File: config.mk
export PLATFORM = sky130hd
export DESIGN_NAME = sts_supervision_timer
export DESIGN_NICKNAME = d
export VERILOG_FILES = /design/src/core/sts_pkg.sv /design/src/core/sts_supervision_timer.sv /design/src/core/sts_tick_sync.sv
export SDC_FILE = /design/constraint.sdc
export NUM_CORES = 1
export LEC_CHECK = 0
export ABC_AREA = 1
export BUFFER_PORTS_ARGS = -buffer_cell sky130_fd_sc_hd__buf_2
export CAP_MARGIN = 15
export CORE_MARGIN = 8
export CORE_UTILIZATION = 40
export CTS_CLUSTER_DIAMETER = 40
export DETAILED_ROUTE_END_ITERATION = 8
export SLEW_MARGIN = 10
export SYNTH_ARGS = -nofsm -noshare
export SYNTH_HDL_FRONTEND = slang
export SYNTH_SLANG_ARGS = --single-unit
File: constraint.sdc
create_clock -name clk -period 1.45 [get_ports clk]
set_input_delay 0.29 -clock clk [delete_from_list [all_inputs] [get_ports clk]]
set_output_delay 0.29 -clock clk [all_outputs]
set_load 0.01 [all_outputs]
File: src/core/sts_pkg.sv
// Constants, register map and carrier types for the supervision timer
// How it works
// - Terminal count resets or interrupts, per response
// - Counter steps on dedicated RC oscillator
// - One decrement per 10 kHz cycle
// - Only on/off; once on, always counts
// - Refresh instruction or always-on bit enables
// - Always-on bit starts counting out of reset
// - 24-bit reload from upper, high, low
// - Refresh loads reload value into counter
// - Refresh ignored at count 000002H or less
// - Reload bytes locked until 55H then AAH
// - Control writes only unlock; unlock writes store nothing
// - Control address reads give reset cause
// - Unlocked byte write updates its reload byte
// - Reload byte reads return live count
// - Reading reset cause clears timeout flag
package sts_pkg;

    // ************************************************************
    // Register map
    // ************************************************************
    localparam int           ADDR_W        = 12;
    localparam int           DATA_W        = 8;
    localparam int           CNT_W         = 24;
    localparam logic [11:0]  ADDR_CTL      = 12'hFF0; // Unlock writes, reset cause reads
    localparam logic [11:0]  ADDR_UPPER    = 12'hFF1;
    localparam logic [11:0]  ADDR_HIGH     = 12'hFF2;
    localparam logic [11:0]  ADDR_LOW      = 12'hFF3;

    // ************************************************************
    // Field values
    // ************************************************************
    localparam logic [7:0]   UNLOCK_FIRST  = 8'h55;
    localparam logic [7:0]   UNLOCK_SECOND = 8'hAA;
    localparam int           FLAG_BIT      = 5;       // Timeout flag in reset cause
    localparam logic [23:0]  REFRESH_FLOOR = 24'h000002;
    localparam logic [23:0]  RELOAD_MIN    = 24'h000004;
    localparam logic [23:0]  TERMINAL      = 24'h000001;
    localparam logic [23:0]  RELOAD_RESET  = 24'hFFFFFF;
    localparam int           RC_FREQ_KHZ   = 10;      // Typical oscillator rate
    localparam int           MS_DIVISOR    = 10;      // Time-out ms = reload / 10
    localparam logic         RESP_RESET    = 1'b0;
    localparam logic         RESP_IRQ      = 1'b1;

    // ************************************************************
    // Types
    // ************************************************************
    typedef struct packed {
        logic              wr;
        logic              rd;
        logic [11:0]       addr;
        logic [7:0]        wdata;
    } sts_req_s;

    typedef enum logic [1:0] {
        ULK_LOCKED,
        ULK_GOT_FIRST,
        ULK_OPEN
    } sts_ulk_e;

endpackage : sts_pkg

File: src/core/sts_supervision_timer.sv
// Supervision timer: RC-stepped 24-bit down-counter with locked reload registers
`timescale 1ns/10ps
module sts_supervision_timer (
    input  wire logic           clk,
    input  wire logic           reset_n,
    input  wire logic           rc_osc,
    input  wire logic           always_on_option_bit,
    input  wire logic           timeout_response,
    input  wire logic           refresh_instr,
    input  wire sts_pkg::sts_req_s req,
    output logic [7:0]          rdata,
    output logic                rdata_valid,
    output logic                timeout_reset_req,
    output logic                timeout_irq,
    output logic                timer_on
);
    import sts_pkg::*;

    // ************************************************************
    // Declarations
    // ************************************************************
    logic             tick;
    sts_ulk_e         ulk;
    sts_ulk_e         next_ulk;
    logic [CNT_W-1:0] reload;
    logic [CNT_W-1:0] next_reload;
    logic [CNT_W-1:0] count;
    logic [CNT_W-1:0] next_count;
    logic             next_on;
    logic             flag;
    logic             next_flag;
    logic [7:0]       next_rdata;
    logic             next_rdata_valid;
    logic             next_reset_req;
    logic             next_irq;
    logic             fire;
    logic             ctl_wr;
    logic             ctl_rd;
    logic             refresh_ok;

    // ************************************************************
    // Oscillator edge
    // ************************************************************
    sts_tick_sync u_tick (
        .clk     (clk),
        .reset_n (reset_n),
        .osc_in  (rc_osc),
        .tick    (tick)
    );

    assign ctl_wr     = req.wr && (req.addr == ADDR_CTL);
    assign ctl_rd     = req.rd && (req.addr == ADDR_CTL);
    assign fire       = timer_on && tick && (count == TERMINAL);
    assign refresh_ok = refresh_instr && (!timer_on || count > REFRESH_FLOOR);

    // ************************************************************
    // Unlock sequencer
    // ************************************************************
    // Control writes steer only this state; no data bits are stored
    always_comb begin
        next_ulk = ulk;
        if (ctl_wr) begin
            case (ulk)
                ULK_LOCKED:    next_ulk = (req.wdata == UNLOCK_FIRST) ? ULK_GOT_FIRST : ULK_LOCKED;
                ULK_GOT_FIRST: next_ulk = (req.wdata == UNLOCK_SECOND) ? ULK_OPEN :
                                          (req.wdata == UNLOCK_FIRST) ? ULK_GOT_FIRST : ULK_LOCKED;
                ULK_OPEN:      next_ulk = (req.wdata == UNLOCK_FIRST) ? ULK_GOT_FIRST : ULK_LOCKED;
                default:       next_ulk = ULK_LOCKED;
            endcase
        end else if (req.wr && ulk == ULK_OPEN && req.addr == ADDR_LOW) begin
            next_ulk = ULK_LOCKED; // Low byte closes the window against stray writes
        end
    end

    always_ff @(posedge clk) begin
        if (!reset_n) begin
            ulk <= ULK_LOCKED;
        end else begin
            ulk <= next_ulk;
        end
    end

    // ************************************************************
    // Reload bytes
    // ************************************************************
    always_comb begin
        next_reload = reload;
        if (req.wr && ulk == ULK_OPEN) begin
            case (req.addr)
                ADDR_UPPER: next_reload[23:16] = req.wdata;
                ADDR_HIGH:  next_reload[15:8]  = req.wdata;
                ADDR_LOW:   next_reload[7:0]   = req.wdata;
                default:    next_reload = reload;
            endcase
        end
    end

    always_ff @(posedge clk) begin
        if (!reset_n) begin
            reload <= RELOAD_RESET;
        end else begin
            reload <= next_reload;
        end
    end

    // ************************************************************
    // Counter and enable
    // ************************************************************
    // No off path exists: only a reset with always_on_option_bit low stops a running timer
    always_comb begin
        next_on    = timer_on;
        next_count = count;
        if (refresh_ok) begin
            next_on    = 1'b1;
            next_count = reload;
        end else if (fire) begin
            next_count = reload; // Keeps counting after an interrupt response
        end else if (timer_on && tick) begin
            next_count = count - TERMINAL;
        end
    end

    always_ff @(posedge clk) begin
        if (!reset_n) begin
            timer_on <= always_on_option_bit;
            count    <= RELOAD_RESET;
        end else begin
            timer_on <= next_on;
            count    <= next_count;
        end
    end

    // ************************************************************
    // Timeout outputs and reset cause flag
    // ************************************************************
    // Set beats the clear so a timeout during a read is not lost
    always_comb begin
        next_reset_req = fire && (timeout_response == RESP_RESET);
        next_irq       = fire && (timeout_response == RESP_IRQ);
        next_flag      = flag;
        if (fire) begin
            next_flag = 1'b1;
        end else if (ctl_rd) begin
            next_flag = 1'b0;
        end
    end

    always_ff @(posedge clk) begin
        if (!reset_n) begin
            timeout_reset_req <= 1'b0;
            timeout_irq       <= 1'b0;
            flag              <= 1'b0;
        end else begin
            timeout_reset_req <= next_reset_req;
            timeout_irq       <= next_irq;
            flag              <= next_flag;
        end
    end

    // ************************************************************
    // Read data
    // ************************************************************
    // Unmapped reads answer zero
    always_comb begin
        next_rdata       = 8'h00;
        next_rdata_valid = req.rd;
        if (req.rd) begin
            case (req.addr)
                ADDR_CTL: next_rdata[FLAG_BIT] = flag;
                ADDR_UPPER: next_rdata = count[23:16];
                ADDR_HIGH:  next_rdata = count[15:8];
                ADDR_LOW:   next_rdata = count[7:0];
                default:    next_rdata = 8'h00;
            endcase
        end
    end

    always_ff @(posedge clk) begin
        if (!reset_n) begin
            rdata       <= 8'h00;
            rdata_valid <= 1'b0;
        end else begin
            rdata       <= next_rdata;
            rdata_valid <= next_rdata_valid;
        end
    end
endmodule : sts_supervision_timer

File: src/core/sts_tick_sync.sv
// Synchroniser and edge detector for the RC oscillator input
`timescale 1ns/10ps
module sts_tick_sync (
    input  wire logic clk,
    input  wire logic reset_n,
    input  wire logic osc_in,
    output logic      tick
);
    logic meta;
    logic sync;
    logic last;
    logic next_tick;

    // Rising edge of synchronised oscillator; meta feeds only sync
    always_comb begin
        next_tick = sync & ~last;
    end

    // Two-flop crossing, then one stage for the edge
    // Chain resets high: a pin already high at release must not pass for an edge
    always_ff @(posedge clk) begin
        if (!reset_n) begin
            meta <= 1'b1;
            sync <= 1'b1;
            last <= 1'b1;
            tick <= 1'b0;
        end else begin
            meta <= osc_in;
            sync <= meta;
            last <= sync;
            tick <= next_tick;
        end
    end
endmodule : sts_tick_sync

==> summary.md, run 1 <==
| Metric | Value |
|---|---|
| Final worst path period share | 110.8% |
| Total Power | 4.259 mW |
| Pin count of the biggest net entering global routing | 26 |
| Via density | 4.863 |
| CTS Buf Count | 9 |
| Flip-flop and latch area | 0.001365 sq mm |
| DR iter-0 viols | 303 |
| Layout cells sized above 1 | 32.08% |
| Nets | 746 |
| Core Util, Final | 56.12% |
| Cells along the critical path | inv_4 > ha_4 > o21ai_4 > nor2_4 > nand3_4 > nand2_8 > buf_4 > nand2_4 > nand2_1 > nand3_1 > nand2_1 |
| Critical Path AT | 1860 ps |
| CP max FO | 9 |
| Met2 Use GR | 30.06% |
| Relative slew slack | 54.77% |
| Peak supply drop | 0.5751 mV |
| Floorplan core area | 0.009729 sq mm |
| Starting density of the core | 41.11% |
| Most frequent cells in the layout | nand2_1, inv_1, buf_4, dfxtp_1, buf_2 |
| Synth Register Bits | 67 |
| Global route total overflow | 0 |
| Worst Path Required | 1710 ps |
| Fmax | 622.4 MHz |
| Final Max Tran Viols | 0 |
| Synth Instances | 592 |
| Yosys cell types | 39 |
| DRC | 0 |
| Total Routing Usage GR | 19.29% |
| Reg2reg path depth | 11 |
| Synth warn | 0 |
| Slowest-stage cell, CP | dfxtp_4 |
| GRT met1 Usage | 25.45% |
| First-pass iteration count of the detailed router | 5 |
| Site row count | 36 |
| Sequential area share after synthesis | 33.78% |
| Vias in the first global route | 3879 |
| Global-route wire length before repair | 20.04 mm |
| Hold WC Path Type | in -> reg |
| Placed cells | 822 |
| Initial antenna violation count | 0 |
| Synthesis-to-finish area growth | 36.50% |
| TritonCTS clock tree | built |
| Mapped Avg Cell Area | 6.757 sq um |
| Post-Syn Nets | 623 |
| Worst slew pin tran | 677.7 ps |
| Die area | 0.01346 sq mm |
| Port bufs | 39 |
| Final WL | 12.48 mm |
| Worst Setup End Kind | flop |
| Crit path kind | reg -> reg |
| Fin. Hold Viols | 0 |
| Power density over the cells | 780.1 mW/mm^2 |
| Maxcap violations | 0 |
| Area share of the largest cell type after synthesis | 33.03% |
| Die H | 116 um |
| Clock Tree Buf Depth | 2 |
| Most common cell after layout, fill and taps aside | nand2_1 |
| Area contributors post-synth | dfxtp_1, nand2_1, inv_1 |
| Antenna Cells | 0 |
| Met3 usage | 4.273% |
| Via count | 4148 |
| Min-Delay Path Depth | 2 |
| Clk Latency, worst-skew pair | 360 ps |
| CTS sink cnt | 67 |
| DP Wirelength | 9.044 mm |
| Multi-input combinational cell area | 0.002366 sq mm |
| RD Place Congestion | 0.8927 |
| Failing checks | setup timing |
| CP max stage delay | 380 ps |
| Mapped cell area | 0.004000 sq mm |
| Period minus WS final | 1607 ps |
| Final setup vio count | 25 |
| Filler instances | 958 |
| CTS H-tree depth | 3 |
| IO Count | 40 |
| RSZ-0062 raised after global routing | yes |
| Startpoint Class | flop |
| Final ANT Viol Nets | 0 |
| CTS root buf | clkbuf_8 |
| DR WL/cell | 14.63 um |
| Fin Setup TNS | -2969 ps |
| CTS Hold Buffers Added | 0 |
| Layout Skew | 10.53 ps |
| Leakage | 3.107 nW |
| Post-route setup slack | -156.7 ps |
| Final cell count without fillers | 853 |
| Worst-path clk slew | 70 ps |
| Most common cell on crit path | nand2_1 |
| Yosys top cell by area | dfxtp_1 |
| Outcome | complete, but fails checks |
| Die W | 116 um |
| Grt peak-use layer | met2 |
==> final cells by class <==
| cell class | count | area share, % |
|---|---|---|
| Clock buffer | 12 | 3.048 |
| Clock inverter | 4 | 1.008 |
| Inverter | 121 | 8.410 |
| Multi-Input combinational cell | 393 | 43.33 |
| Sequential cell | 67 | 25.00 |
| Tap cell | 133 | 3.048 |
| Timing Repair Buffer | 123 | 16.15 |
==> flip-flops by register name, summed over array words and instances (netlist names) <==
signal / count
timeout_irq: 1
ulk: 2
count: 24
flag: 1
u_tick.meta: 1
timeout_reset_req: 1
reload: 24
u_tick.sync: 1
rdata_valid: 1
u_tick.tick: 1
timer_on: 1
u_tick.last: 1
rdata: 8
==> critical path, delay by kind of cell (launching register included) <==
kind | cells | cell delay [ps]
and+or+nand+nor | 7 | 570
DFF | 1 | 380
buffers and inverters | 2 | 240
AOI/OAI and AO/OA | 1 | 160
adders and majority gates | 1 | 150
==> per-stage QoR <==
| stage | setup slack, ps | cell area, sq um | hold WS (ps) |
|---|---|---|---|
| finish | -156.7 | 5460 | 110.6 |
| global route | -234.1 | 5460 | 96.95 |
| CTS | -127.5 | 5303 | 95.72 |
| detailed placement | -218.2 | 4910 | 385.1 |
| global placement | -191.0 | 4910 | 378.7 |
| floorplan | -6.904 | 4070 | 362.4 |
==> synth_stat cells, drive strengths merged <==
cell type and number:
edfxtp 1, buf 6, dfxtp 66, ha 3, o21bai 17, clkbuf 10
nand3b 5, a31oi 2, inv 121, o21ai 27, xor2 8, nand4 17
nand3 39, xnor2 1, nor4 1, nor2 57, nand2 167, o22ai 7
a21oi 4, or2 3, nor3 6, o211ai 24
==> worst paths after layout <==
check	start	end	slack, ps
setup reg to reg	count[0]	count[6]	-160
hold / removal	timeout_response	timeout_reset_req	110
hold reg to reg	u_tick.last	u_tick.tick	400
setup / recovery	count[0]	count[6]	-160
==> timing repair <==
action / in CTS / in global routing
gates resized for setup: 23 / 30
setup endpoints to repair: 26 / 28
endpoints found under the hold margin: 0 / 0
buffers inserted: 8 / 2
cloned: 3 / 2
pin swaps: 11 / 12
==> kinds of logic after synthesis <==
family                   after synthesis  synth area share, %
XOR/XNOR                               9                1.971
AND/OR/NAND/NOR                      295                34.31
adder cells (fa/ha/maj)                3               0.9385
AO/OA/AOI/OAI                         81                15.42
buffers and inverters                137                13.58
flip-flops                            67                33.78
==> power breakdown <==
part           leakage (nW)  switching (mW)  internal [mW]
registers             0.545          0.0448           1.89
clock network         0.108           0.793          0.956
logic                  2.45           0.330          0.244
==> metal layers <==
metal,wire length (um),up-vias,share of wire [%]
li1,-,2119,-
met1,5741,1885,46
met2,5758,128,46
met3,726,16,5.8
met4,252,0,2.0
met5,0,-,0
Note: power is estimated with default switching activity, not from simulation.
==> inputs of run 2 (changes only) <==
--- a/config.mk
+++ b/config.mk
@@ -15,4 +15,5 @@
 export SLEW_MARGIN = 10
 export SYNTH_ARGS = -nofsm -noshare
 export SYNTH_HDL_FRONTEND = slang
+export SYNTH_HIERARCHICAL = 1
 export SYNTH_SLANG_ARGS = --single-unit
==> constraint.sdc (replaced) <==
create_clock -name clk -period 1.45 [get_ports clk]
set_input_delay 0.0725 -clock clk [delete_from_list [all_inputs] [get_ports clk]]
set_output_delay 0.0725 -clock clk [all_outputs]
set_load 0.01 [all_outputs]
==> summary.md, run 2 <==
| Metric | Value |
|---|---|
| Outcome | complete, but fails checks (unchanged) |
| Failing checks | DRC, setup timing (was setup timing) |
| Most frequent cells in the layout | nand2_1, inv_1, buf_4, dfxtp_1, nand3_1 (was nand2_1, inv_1, buf_4, dfxtp_1, buf_2) |
| Worst Setup End Kind | flop (unchanged) |
| Via density | 4.820 (was 4.863) |
| Yosys cell types | 36 (was 39) |
| GRT met1 Usage | 24.45% (was 25.45%) |
| Cells along the critical path | inv_4 > ha_4 > o21ai_4 > nor2_4 > nand3_4 > a21oi_4 > buf_12 > clkbuf_16 > nand2_1 > nand3_1 > nand2_1 (was inv_4 > ha_4 > o21ai_4 > nor2_4 > nand3_4 > nand2_8 > buf_4 > nand2_4 > nand2_1 > nand3_1 > nand2_1) |
| Die H | 115.1 um (was 116 um) |
| XOR/XNOR Fraction of Synth Area | 2.229% (was 1.971%) |
| Clk Latency, worst-skew pair | 360 ps (about the same) |
| Worst-path clk slew | 90 ps (was 70 ps) |
| Relative slew slack | 69.59% (was 54.77%) |
| Post-synthesis mux area share | 0% (unchanged) |
| Period minus WS final | 1619 ps (was 1607 ps) |
| CP max stage delay | 370 ps (was 380 ps) |
| Final setup vio count | 25 (unchanged) |
| Filler instances | 961 (was 958) |
| Yosys top cell by area | dfxtp_1 (unchanged) |
| Port bufs | 39 (unchanged) |
| Grt peak-use layer | met2 (unchanged) |
| Worst Path Required | 1690 ps (was 1710 ps) |
| Worst r2r src | count[0] (unchanged) |
| Slowest-stage cell, CP | dfxtp_4 (unchanged) |
| Area share of fa/ha/maj cells after synthesis | 0.9554% (was 0.9384%) |
| Worst slack, placed | -210.8 ps (was -218.2 ps) |
| Initial antenna violation count | 0 (unchanged) |
| Met3 usage | 3.204% (was 4.273%) |
| First-pass iteration count of the detailed router | 7 (was 5) |
| Synth warn | 6 (was 0) |
| Maxcap violations | 0 (unchanged) |
| Most common cell on crit path | nand2_1 (unchanged) |
| Layout cells sized above 1 | 29.33% (was 32.08%) |
| Final cell count without fillers | 866 (was 853) |
| CTS Buf Count | 9 (unchanged) |
| RSZ-0062 raised after global routing | yes (unchanged) |
| Largest registers | count: 24 flops, reload: 24 flops, rdata: 8 flops (unchanged) |
| Floorplan core area | 0.009639 sq mm (was 0.009729 sq mm) |
| DR iter-0 viols | 291 (was 303) |
| Final Max Tran Viols | 0 (unchanged) |
| DP Wirelength | 8.760 mm (was 9.044 mm) |
| Pin count of the biggest net entering global routing | 27 (was 26) |
| Final ANT Viol Nets | 0 (unchanged) |
| Hold WC Path Type | in -> reg (unchanged) |
| Crit. Startpoint | count[0] (unchanged) |
| Fin area | 0.005455 sq mm (was 0.005460 sq mm) |
| Die W | 115.1 um (was 116 um) |
| Critical path buffer and inverter count | 3 (was 2) |
| Fmax | 617.6 MHz (was 622.4 MHz) |
| Post-Synth Simple-Gate Area | 39.46% (was 34.31%) |
| Most instantiated cells after synthesis | nand2_1, inv_1, dfxtp_1 (unchanged) |
| Fin. Hold Viols | 0 (unchanged) |
| Worst slew pin tran | 451.9 ps (was 677.7 ps) |
| Mapped Avg Cell Area | 6.420 sq um (was 6.757 sq um) |
| Reg2reg path depth | 11 (unchanged) |
| Total Power | 4.412 mW (was 4.259 mW) |
| Global route total overflow | 0 (unchanged) |
| Fin Setup TNS | -3308 ps (was -2969 ps) |
| Sequential area share after synthesis | 34.39% (was 33.78%) |
| Clock Tree Buf Depth | 2 (unchanged) |
| Vias in the first global route | 3908 (was 3879) |
| Most common cell after layout, fill and taps aside | nand2_1 (unchanged) |
| Met2 Use GR | 29.93% (was 30.06%) |
| Power density over the cells | 808.8 mW/mm^2 (was 780.1 mW/mm^2) |
| Worst Hold Launch | reset_n (was timeout_response) |
| Synth Instances | 612 (was 592) |
| Post-synth EDFFs | 1 (unchanged) |
| Nets | 759 (was 746) |
| Final worst path period share | 111.7% (was 110.8%) |
| Ys flop type | dfxtp_1 (unchanged) |
| Post-route setup slack | -169.2 ps (was -156.7 ps) |
| Final WL | 12.47 mm (was 12.48 mm) |
| Most frequent cell after synthesis | nand2_1 (unchanged) |
| RD Place Congestion | 0.9071 (was 0.8927) |
| Synthesis-to-finish area growth | 38.85% (was 36.50%) |
| Layout Skew | 15.06 ps (was 10.53 ps) |
| CTS root buf | clkbuf_8 (unchanged) |
| Area contributors post-synth | dfxtp_1, nand2_1, inv_1 (unchanged) |
| CP max FO | 4 (was 9) |
| Area share of the largest cell type after synthesis | 33.63% (was 33.03%) |
| DRC | 1 (was 0) |
| Placed cells | 828 (was 822) |
| DP Area | 0.004703 sq mm (was 0.004910 sq mm) |
| TritonCTS clock tree | built (unchanged) |
| DR WL/cell | 14.40 um (was 14.63 um) |
| Starting density of the core | 40.76% (was 41.11%) |
| Min-Delay Path Depth | 3 (was 2) |
| Antenna Cells | 0 (unchanged) |
| Peak supply drop | 0.5259 mV (was 0.5751 mV) |
| Post-Syn Nets | 643 (was 623) |
| Hold worst-path end | rdata_valid (was timeout_reset_req) |
| Total Routing Usage GR | 18.59% (was 19.29%) |
| Site row count | 36 (unchanged) |
| IO Count | 40 (unchanged) |
| Crit path kind | reg -> reg (unchanged) |
| Share of flip-flops with an asynchronous set or reset | 0% (unchanged) |
| Critical R2R Capture | count[17] (was count[6]) |
| Via count | 4174 (was 4148) |
| Synth Register Bits | 67 (unchanged) |
| Compound-gate portion of the synthesized area | 9.490% (was 15.42%) |
| Family with the most delay on the worst path | simple AND/OR/NAND/NOR gates (unchanged) |
| CTS sink cnt | 67 (unchanged) |
| Critical Path AT | 1860 ps (about the same) |
| Startpoint Class | flop (unchanged) |
| Largest family of logic cells by synthesized area | simple AND/OR/NAND/NOR gates (unchanged) |
| Leakage | 3.168 nW (was 3.107 nW) |
| Mapped cell area | 0.003929 sq mm (was 0.004000 sq mm) |
| Die area | 0.01325 sq mm (was 0.01346 sq mm) |
| CTS H-tree depth | 3 (unchanged) |
| R2r setup slk | -170 ps (was -160 ps) |
| Global-route wire length before repair | 19.42 mm (was 20.04 mm) |
==> run 2: metrics by stage <==
stage	utilization, %	hold slack (ps)
after global placement	48.79	245.3
after CTS	53.06	13.11
after global routing	56.59	36.59
after floorplan	-	141.2
final	56.59	8.852
after detailed placement	48.79	248.7
==> run 2: worst max-delay path by stage <==
stage / endpoint / cells past startpoint
after floorplan: count[15] / 9
after global placement: count[18] / 9
after detailed placement: count[18] / 9
after CTS: count[22] / 11
after global routing: count[17] / 10
final: count[17] / 11
==> run 2: worst min-delay path: stages <==
cell	delay, ps
buf_2	150
nand2_1	60
inv_1	40
==> run 2: cell families (layout without fill, tap and decap cells) <==
kind of cell / count (synthesis) / in the layout
and+or+nand+nor: 343 / 345
buffers and inverters: 131 / 250
DFF: 67 / 67
AOI/OAI and AO/OA: 58 / 58
xor gates and xnor gates: 10 / 10
adders and majority gates: 3 / 3
==> run 2: final cells by class <==
| cell class | count | area (sq um) | area share (%) |
|---|---|---|---|
| Sequential cell | 67 | 1376 | 25.23 |
| Inverter | 112 | 425.4 | 7.798 |
| Clock buffer | 10 | 137.6 | 2.523 |
| Timing Repair Buffer | 122 | 932.1 | 17.09 |
| Multi-Input combinational cell | 416 | 2328 | 42.68 |
| Clock inverter | 6 | 88.84 | 1.628 |
| Tap cell | 133 | 166.4 | 3.050 |
==> run 2: repair_timing <==
item / in CTS / in global routing
buffers inserted: 2 / 10
pin swaps: 4 / 25
setup endpoints to repair: 28 / 29
resized for setup: 30 / 50
hold endpoints to repair: 7 / 0
cloned: 1 / 4
hold buffers: 5 / 0
==> run 2: per-layer routing <==
layer | wire length [um] | up-vias
li1 | - | 2148
met1 | 5436 | 1834
met2 | 5756 | 157
met3 | 886 | 35
met4 | 393 | 0
met5 | 0 | -
==> run 2: power by group <==
group	internal, mW	switching [mW]
Clock	1.02	0.812
Combinational	0.280	0.355
Sequential	1.90	0.0542
